<file path="src/logic/bridge_prot_map.svh">
// Constants shared by the protection device end and the controller end.
// Assumes inclusion by bare name from files under logic/.
`ifndef BRIDGE_PROT_MAP_SVH
`define BRIDGE_PROT_MAP_SVH

// Number of half bridges
`define BRIDGE_COUNT 3
// Protection mode select levels
`define MODE_CYCLE_LIMIT 1'b0
`define MODE_LATCHED 1'b1
// Recharge pulse on the low side, least time in ns
`define RECHARGE_MIN_NS 50
`define CLK_PERIOD_NS 10
`define RECHARGE_CYCLES ((`RECHARGE_MIN_NS + `CLK_PERIOD_NS - 1) / `CLK_PERIOD_NS)
// Flag reset values (released, high)
`define FLAG_RESET 1'b1

`endif

</file>
<file path="src/logic/bridge_prot_pkg.sv">
// Types shared by both ends of the protection link.
// Assumes the map header supplies numeric constants.
package bridge_prot_pkg;
  // Protection mode
  typedef enum logic {
    MODE_CYCLE     = 1'b0,
    MODE_LATCH     = 1'b1
  } prot_mode_t;
  // Per-bridge state, one-hot
  typedef enum logic [3:0] {
    HB_RUN         = 4'b0001,
    HB_LIMIT_HI    = 4'b0010,
    HB_LIMIT_LO    = 4'b0100,
    HB_SHUT        = 4'b1000
  } hb_state_t;
endpackage

</file>
<file path="src/logic/bridge_prot_if.sv">
// Link between the motor controller and the protection device.
// Assumes both ends run on sys_clk; flags are wired, not open drain, here.
`timescale 1ns/1ps
interface bridge_prot_if;
  logic [2:0] phase_pwm_in;
  logic [2:0] bridge_clear_n;
  logic       protect_mode_sel;
  logic       temp_warning_n;
  logic       shutdown_flag_n;

  modport device (
    input  phase_pwm_in,
    input  bridge_clear_n,
    input  protect_mode_sel,
    output temp_warning_n,
    output shutdown_flag_n
  );
  modport ctrl (
    output phase_pwm_in,
    output bridge_clear_n,
    output protect_mode_sel,
    input  temp_warning_n,
    input  shutdown_flag_n
  );
endinterface

</file>
<file path="src/logic/bridge_prot_device.sv">
// Protection and fault-state logic of a three half bridge driver.
// Assumes analog detectors arrive as asynchronous levels and are synchronised here.
`timescale 1ns/1ps
`include "bridge_prot_map.svh"

// Function
// (RULE1) Warning flag low above first temperature
// (RULE2) Thermal shutdown: all bridges off, flag low
// (RULE3) Thermal shutdown latched until all clears low
// (RULE4) Power-up clear resets overcurrent logic
// (RULE5) Supply low forces outputs off, flag low
// (RULE6) Supply recovery resumes operation automatically
// (RULE7) Clear low forces its bridge off
// (RULE8) Cycle mode: own clear rising edge clears
// (RULE9) Latched faults need rising edges on all
// (RULE10) Exactly two modes: cycle or latched
// (RULE11) Controller holds mode low for cycle
// (RULE12) Controller gives low-side recharge pulse
// (RULE13) Two-quadrant use prefers latched mode
// (RULE14) Flag pair encodes warning and shutdown
// (RULE15) High-side overcurrent: low side on till cycle
// (RULE16) Low-side overcurrent: both off till cycle
// (RULE17) Latched mode: any overcurrent shuts down
// (RULE18) Normal bridge follows pwm, never both on
// (RULE19) Shutdown flag low while any shutdown remains
module bridge_prot_device import bridge_prot_pkg::*; #(
  parameter int NB = `BRIDGE_COUNT
) (
  // Clock and reset
  input  wire logic          sys_clk,
  input  wire logic          rst,
  // Link to the controller
  bridge_prot_if.device      link,
  // Analog detector levels, asynchronous
  input  wire logic          over_temp_warn,
  input  wire logic          over_temp_shut,
  input  wire logic          supply_low,
  input  wire logic          power_up_clear,
  input  wire logic [NB-1:0] oc_high,
  input  wire logic [NB-1:0] oc_low,
  input  wire logic [NB-1:0] oc_short,
  // Gate drive
  output logic      [NB-1:0] gate_high,
  output logic      [NB-1:0] gate_low
);
  // ----------------------------------------------------------------
  // Input synchronisers
  // ----------------------------------------------------------------
  localparam int SW = 4 + 4 * NB;
  logic [SW-1:0] raw_in;
  logic [SW-1:0] sync1_reg;
  logic [SW-1:0] sync2_reg;
  // Pins from the controller share sys_clk here, but they are synced too
  assign raw_in = {over_temp_warn, over_temp_shut, supply_low, power_up_clear,
                   oc_high, oc_low, oc_short, link.bridge_clear_n};
  always_ff @(posedge sys_clk or posedge rst) begin
    if (rst) begin
      sync1_reg <= '0;
      sync2_reg <= '0;
    end else begin
      sync1_reg <= raw_in;
      sync2_reg <= sync1_reg;
    end
  end
  logic          warn_s, tshut_s, uv_s, por_s;
  logic [NB-1:0] ochi_s, oclo_s, short_s, clr_s;
  assign {warn_s, tshut_s, uv_s, por_s, ochi_s, oclo_s, short_s, clr_s} = sync2_reg;

  // PWM and mode pins, two flops
  logic [NB:0] pm1_reg;
  logic [NB:0] pm2_reg;
  always_ff @(posedge sys_clk or posedge rst) begin
    if (rst) begin
      pm1_reg <= '0;
      pm2_reg <= '0;
    end else begin
      pm1_reg <= {link.protect_mode_sel, link.phase_pwm_in};
      pm2_reg <= pm1_reg;
    end
  end
  prot_mode_t    mode;
  logic [NB-1:0] pwm_s;
  assign mode  = prot_mode_t'(pm2_reg[NB]); // RULE10
  assign pwm_s = pm2_reg[NB-1:0];

  // ----------------------------------------------------------------
  // Edge history and latches
  // ----------------------------------------------------------------
  logic [NB-1:0] clr_d_reg, clr_d_next;
  logic [NB-1:0] pwm_d_reg, pwm_d_next;
  logic [NB-1:0] seen_reg, seen_next;  // Rising edges seen since latched fault
  logic          tlatch_reg, tlatch_next;
  logic          glatch_reg, glatch_next; // Latched-mode overcurrent shutdown
  hb_state_t     st_reg [NB];
  hb_state_t     st_next [NB];
  logic [NB-1:0] rise, pwm_rise, any_oc;

  assign rise     = clr_s & ~clr_d_reg;
  assign pwm_rise = pwm_s & ~pwm_d_reg;
  assign any_oc   = ochi_s | oclo_s | short_s;

  // Next-state for latches and bridge states
  always_comb begin
    clr_d_next  = clr_s;
    pwm_d_next  = pwm_s;
    tlatch_next = tlatch_reg;
    glatch_next = glatch_reg;
    seen_next   = seen_reg;
    for (int i = 0; i < NB; i++) begin
      st_next[i] = st_reg[i];
    end
    // Pin release of global latched faults waits until every clear has risen
    if (tlatch_reg || glatch_reg) begin
      seen_next = seen_reg | rise;
      if (&(seen_reg | rise) && !tshut_s && !(|any_oc)) begin // RULE9 RULE3
        tlatch_next = 1'b0;
        glatch_next = 1'b0;
        seen_next   = '0;
      end
    end
    // Set wins over the pin clear; power-up clear wins over the glatch set
    if (tshut_s) begin
      tlatch_next = 1'b1; // RULE2 RULE3
    end
    if (mode == MODE_LATCH && (|any_oc)) begin
      glatch_next = 1'b1; // RULE17
    end
    if ((tshut_s || (mode == MODE_LATCH && (|any_oc))) && !tlatch_reg && !glatch_reg) begin
      seen_next = '0;
    end
    // Per-bridge cycle-limit states
    for (int i = 0; i < NB; i++) begin
      unique case (st_reg[i])
        HB_RUN: begin
          if (mode == MODE_CYCLE) begin
            if (short_s[i]) begin
              st_next[i] = HB_SHUT;
            end else if (ochi_s[i]) begin
              st_next[i] = HB_LIMIT_HI; // RULE15
            end else if (oclo_s[i]) begin
              st_next[i] = HB_LIMIT_LO; // RULE16
            end
          end
        end
        HB_LIMIT_HI, HB_LIMIT_LO: begin
          if (short_s[i]) begin
            st_next[i] = HB_SHUT;
          end else if (pwm_rise[i] || mode == MODE_LATCH) begin
            st_next[i] = HB_RUN; // Next cycle restores normal drive
          end
        end
        HB_SHUT: begin
          if (rise[i] && !short_s[i]) begin
            st_next[i] = HB_RUN; // RULE8
          end
        end
        default: st_next[i] = HB_SHUT;
      endcase
      // Power-up clear resets overcurrent detection
      if (por_s) begin
        st_next[i] = HB_RUN; // RULE4
      end
    end
    if (por_s) begin
      glatch_next = 1'b0; // RULE4
    end
  end

  // State registers
  always_ff @(posedge sys_clk or posedge rst) begin
    if (rst) begin
      clr_d_reg  <= '0;
      pwm_d_reg  <= '0;
      seen_reg   <= '0;
      tlatch_reg <= 1'b0;
      glatch_reg <= 1'b0;
      for (int i = 0; i < NB; i++) begin
        st_reg[i] <= HB_RUN;
      end
    end else begin
      clr_d_reg  <= clr_d_next;
      pwm_d_reg  <= pwm_d_next;
      seen_reg   <= seen_next;
      tlatch_reg <= tlatch_next;
      glatch_reg <= glatch_next;
      for (int i = 0; i < NB; i++) begin
        st_reg[i] <= st_next[i];
      end
    end
  end

  // ----------------------------------------------------------------
  // Gate drive and flags
  // ----------------------------------------------------------------
  logic [NB-1:0] gh_next, gl_next;
  logic          warn_next, shut_next;
  logic          all_off;
  logic          any_shut;  // Some bridge sits in its own shutdown state
  logic          warn_reg, shut_reg;
  logic [NB-1:0] gh_reg, gl_reg;

  // Supply low and power-up clear force everything off; recovery is automatic
  assign all_off = tlatch_reg || glatch_reg || uv_s || por_s; // RULE5 RULE6 RULE2

  always_comb begin
    any_shut = 1'b0;
    for (int i = 0; i < NB; i++) begin
      gh_next[i] = 1'b0;
      gl_next[i] = 1'b0;
      any_shut   = any_shut | (st_reg[i] == HB_SHUT); // Scales with NB
      if (!all_off && clr_s[i]) begin // RULE7
        unique case (st_reg[i])
          HB_RUN: begin
            gh_next[i] = pwm_s[i];  // RULE18
            gl_next[i] = ~pwm_s[i]; // RULE18
          end
          HB_LIMIT_HI: gl_next[i] = 1'b1; // RULE15
          HB_LIMIT_LO: gl_next[i] = 1'b0; // RULE16
          HB_SHUT:     gl_next[i] = 1'b0;
          default:     gl_next[i] = 1'b0;
        endcase
      end
    end
    warn_next = ~warn_s; // RULE1 RULE14
    shut_next = ~(all_off || any_shut); // RULE19 RULE14
  end

  always_ff @(posedge sys_clk or posedge rst) begin
    if (rst) begin
      gh_reg   <= '0;
      gl_reg   <= '0;
      warn_reg <= `FLAG_RESET;
      shut_reg <= `FLAG_RESET;
    end else begin
      gh_reg   <= gh_next;
      gl_reg   <= gl_next;
      warn_reg <= warn_next;
      shut_reg <= shut_next;
    end
  end

  assign gate_high            = gh_reg;
  assign gate_low             = gl_reg;
  assign link.temp_warning_n  = warn_reg;
  assign link.shutdown_flag_n = shut_reg;
endmodule

</file>
<file path="src/flat_wrapper.sv">
// flat-port wrapper written by rule: the top's interface ports become plain ports
module bridge_prot_device_flat import bridge_prot_pkg::*;
#(
  parameter int NB = `BRIDGE_COUNT
)
  (sys_clk, rst, over_temp_warn, over_temp_shut, supply_low, power_up_clear, oc_high, oc_low, oc_short, gate_high, gate_low, link_phase_pwm_in, link_bridge_clear_n, link_protect_mode_sel, link_temp_warning_n, link_shutdown_flag_n);
  bridge_prot_if link_i ();
  input  wire logic sys_clk;
  input  wire logic rst;
  input  wire logic over_temp_warn;
  input  wire logic over_temp_shut;
  input  wire logic supply_low;
  input  wire logic power_up_clear;
  input  wire logic [NB-1:0] oc_high;
  input  wire logic [NB-1:0] oc_low;
  input  wire logic [NB-1:0] oc_short;
  output logic      [NB-1:0] gate_high;
  output logic      [NB-1:0] gate_low;
  input wire logic [$bits(link_i.phase_pwm_in)-1:0] link_phase_pwm_in;
  input wire logic [$bits(link_i.bridge_clear_n)-1:0] link_bridge_clear_n;
  input wire logic [$bits(link_i.protect_mode_sel)-1:0] link_protect_mode_sel;
  output wire logic [$bits(link_i.temp_warning_n)-1:0] link_temp_warning_n;
  output wire logic [$bits(link_i.shutdown_flag_n)-1:0] link_shutdown_flag_n;
  assign link_i.phase_pwm_in = link_phase_pwm_in;
  assign link_i.bridge_clear_n = link_bridge_clear_n;
  assign link_i.protect_mode_sel = link_protect_mode_sel;
  assign link_temp_warning_n = link_i.temp_warning_n;
  assign link_shutdown_flag_n = link_i.shutdown_flag_n;
  bridge_prot_device #(.NB(NB)) u_core (.sys_clk(sys_clk), .rst(rst), .link(link_i), .over_temp_warn(over_temp_warn), .over_temp_shut(over_temp_shut), .supply_low(supply_low), .power_up_clear(power_up_clear), .oc_high(oc_high), .oc_low(oc_low), .oc_short(oc_short), .gate_high(gate_high), .gate_low(gate_low));
endmodule
</file>
<file path="config.mk">
export PLATFORM = sky130hd
export DESIGN_NAME = bridge_prot_device_flat
export DESIGN_NICKNAME = d
export VERILOG_FILES = /design/src/logic/bridge_prot_pkg.sv /design/src/logic/bridge_prot_if.sv /design/src/logic/bridge_prot_device.sv /design/src/flat_wrapper.sv
export VERILOG_INCLUDE_DIRS = /design/src /design/src/logic
export SDC_FILE = /design/constraint.sdc
export NUM_CORES = 1
export LEC_CHECK = 0
export BUFFER_PORTS_ARGS = -buffer_cell sky130_fd_sc_hd__buf_2
export CELL_PAD_IN_SITES_DETAIL_PLACEMENT = 0
export CELL_PAD_IN_SITES_GLOBAL_PLACEMENT = 2
export CORE_MARGIN = 2
export CORE_UTILIZATION = 39
export CTS_CLUSTER_DIAMETER = 80
export DETAILED_ROUTE_END_ITERATION = 7
export GPL_TIMING_DRIVEN = 0
export PLACE_DENSITY = 0.86
export SLEW_MARGIN = 15
export SYNTH_ARGS = -nofsm -noshare
export SYNTH_HDL_FRONTEND = slang
export SYNTH_SLANG_ARGS = --single-unit
</file>
<file path="constraint.sdc">
create_clock -name sys_clk -period 2.5 [get_ports sys_clk]
set_clock_uncertainty 0.05 [all_clocks]
set_input_delay 0.5 -clock sys_clk [delete_from_list [all_inputs] [get_ports sys_clk]]
set_output_delay 0.5 -clock sys_clk [all_outputs]
set_load 0.01 [all_outputs]
</file>
==> flow_summary.ini <==
[clock_tree]
htreeDepth = 3
postCtsSetupBuffers = 0
cts_tree = yes
clock_sinks = 71
cts_buffers = 9
cts-root-buf = clkbuf_8
cts_resized = 0
clk_latency_ns = 0.34
clockBufferDepth = 2
path_clk_slew_ns = 0.07
ctsHoldBuffers = 0

[layout]
n_antenna_cell = 0
layout-drive-gt1-share_pct = 26.2
layout_commonest_cell = dfrtp_1
fillerInstances = 618
ff_latch_area_um2 = 1780
final_cell_area_um2 = 3090
fin_nets = 269
final_cell_mix = dfrtp_1, buf_2, nor2_1, nor3_1, a21oi_1
multi_input_area_um2 = 788
synthToLayoutAreaGrowth_pct = 16.9

[logic_synthesis]
synth_cells = 206
synth_xor_area_share_pct = 1.33
muxShareOfSynthArea_pct = 0
synth_compound_area_share_pct = 11.1
synth_cell_types = 43
synth_edf_count = 0
syn_nets = 228
async_flop_share_pct = 100
ys_warn_count = 0
synth_fa_ha_area_share_pct = 0
synth_top_family_by_area = simple AND/OR/NAND/NOR gates
synthSimpleGateAreaFrac_pct = 17.4
avgSynthCellArea_um2 = 12.8
seq_area_frac_synth_pct = 67.5
syn_area_um2 = 2640
yosys_most_used_dff = dfrtp_1
ys_seq_elements = 71

[global_routing]
grt_pass1_wl_mm = 8.01
gr-usage-met2_pct = 21.0
first_global_vias = 1682
use_met1_pct = 19.0
grt.met3_usage_pct = 4.76
track_usage_pct = 14.2
grt_max_degree = 40
busiest_layer = met2
gr-total-overflow = 0
antenna_found_initial = 0

[critical_path]
path_class = flop to flop
reg2reg_slack_ns = 0.58
crit_required_ns = 2.68
r2r_end = u_core.gate_low[0]
r2r-start = u_core.tlatch_reg
critPathLaunchType = flop
cp_top_family = simple AND/OR/NAND/NOR gates
cp_cell_sequence = or2_2, nor3_1, nand2_1, nor4_1
slowest_delay_ns = 0.64
cp_slowest_cell = nor3_1
crit_fanout = 5
r2r_cells = 4
worstPathArrival_ns = 2.10
critPathBufInv = 0
cp-end-kind = flop

[run_status]
outcome = complete, no violations

[placement]
dp_slack_ns = 0.514
placed_cell_area_um2 = 2900
io_buffer_count = 29
dp_hpwl_mm = 3.07
routabilityCongestion = 0.827

[power_and_ir_drop]
leakagePower_nw = 1.36
vdd_drop_max_uv = 387
total_power_mw = 2.35
power_density_nw_per_um2 = 763

[route]
drt-total-wl_mm = 4.55
ant_nets = 0
wire_per_inst_um = 13.8
viasPerCell = 5.08
drt_iter0_markers = 115
dr.pass1.iters = 4
drc = 0
routed-via-count = 1672

[sta]
finalSetupViolCount = 0
hold_viol_final = 0
period_share_pct = 76.8
slew_headroom_pct = 45.4
rsz0062_at_grt = no
worstMarginPinSlew_ns = 0.813
timing.final.ws_setup_ns = 0.581
layout_min_cycle_time_ns = 1.92
fmax_mhz = 521
holdWs_ns = 0.0987
drv_slew = 0

[floorplanning]
dieArea_um2 = 7440
ioPinCount = 30
coreArea_um2 = 6460
die_h_um = 86.3
start_util_pct = 40.9
rows = 29
die_x_um = 86.3

[min_path]
hold_path.class = input pin to async pin

[run]
max_cap_violations = 0
[cell families after synthesis]
group / after synthesis
simple gates: 74
flops: 71
compound gates: 42
buf+inv: 15
xor+xnor: 4
[synthesized netlist by cell type (2+ instances only)]
cell / n / area (µm²)
o21a_1: 2 / 15.0
and4_1: 2 / 17.5
nor4_1: 3 / 18.8
nand3_1: 2 / 10.0
nand2_1: 8 / 30.0
o21bai_1: 2 / 15.0
dfstp_2: 5 / 131
nor4b_2: 3 / 45.0
a21oi_1: 12 / 60.1
xnor2_1: 3 / 26.3
buf_2: 4 / 20.0
or3_1: 3 / 18.8
dfrtp_1: 66 / 1650
nor4_2: 3 / 37.5
nor3_1: 12 / 60.1
o31ai_1: 3 / 22.5
inv_1: 9 / 33.8
nor3b_1: 2 / 15.0
nor4b_1: 2 / 17.5
nand2b_1: 7 / 43.8
or4b_4: 2 / 27.5
nor2_1: 17 / 63.8
a211oi_1: 2 / 15.0
nor2b_1: 3 / 18.8
o21ai_0: 9 / 45.0
a32o_1: 2 / 20.0
o41ai_1: 2 / 17.5
[routing by layer]
layer,up-vias,wire (µm),share of wire [%]
li1,818,-,-
met1,806,2110,46
met2,37,2120,47
met3,11,226,5.0
met5,-,0,0
met4,0,95,2.1
[area by class of cell]
class	count	share of cell area (%)
Sequential cell	71	57.8
Buffer	6	1.14
Timing Repair Buffer	30	5.35
Clock buffer	11	4.26
Clock inverter	5	1.62
Tap cell	77	3.12
Inverter	9	1.18
Multi-Input combinational cell	120	25.5
[metrics by stage]
| stage | util (%) | setup TNS, ns | cells |
|---|---|---|---|
| after floorplan | - | 0 | 206 |
| after global placement | 44.6 | -42.25 | 312 |
| after detailed placement | 45.0 | 0 | 313 |
| after CTS | 47.8 | 0 | 329 |
| after global routing | 47.8 | 0 | 329 |
| final | 47.8 | 0 | 329 |
[where the power goes]
group / total (mW) / switching [mW] / leakage, nW / internal [mW]
Combinational: 0.230 / 0.122 / 0.421 / 0.108
Sequential: 1.27 / 0.0521 / 0.841 / 1.22
Clock: 0.855 / 0.400 / 0.0968 / 0.454
[how the worst max path moves through the flow]
stage                          endpoint  cells after the start               from  slack [ns]
detailed placement   u_core.gate_low[0]                      4  u_core.tlatch_reg        0.51
finish               u_core.gate_low[0]                      4  u_core.tlatch_reg        0.58
global route         u_core.gate_low[0]                      4  u_core.tlatch_reg        0.41
global placement      u_core.pm2_reg[1]                      2                rst       -0.64
CTS                  u_core.gate_low[0]                      4  u_core.tlatch_reg        0.44
floorplan           u_core.clr_d_reg[0]                      1                rst        0.16
Note: power is estimated with default switching activity, not from simulation.
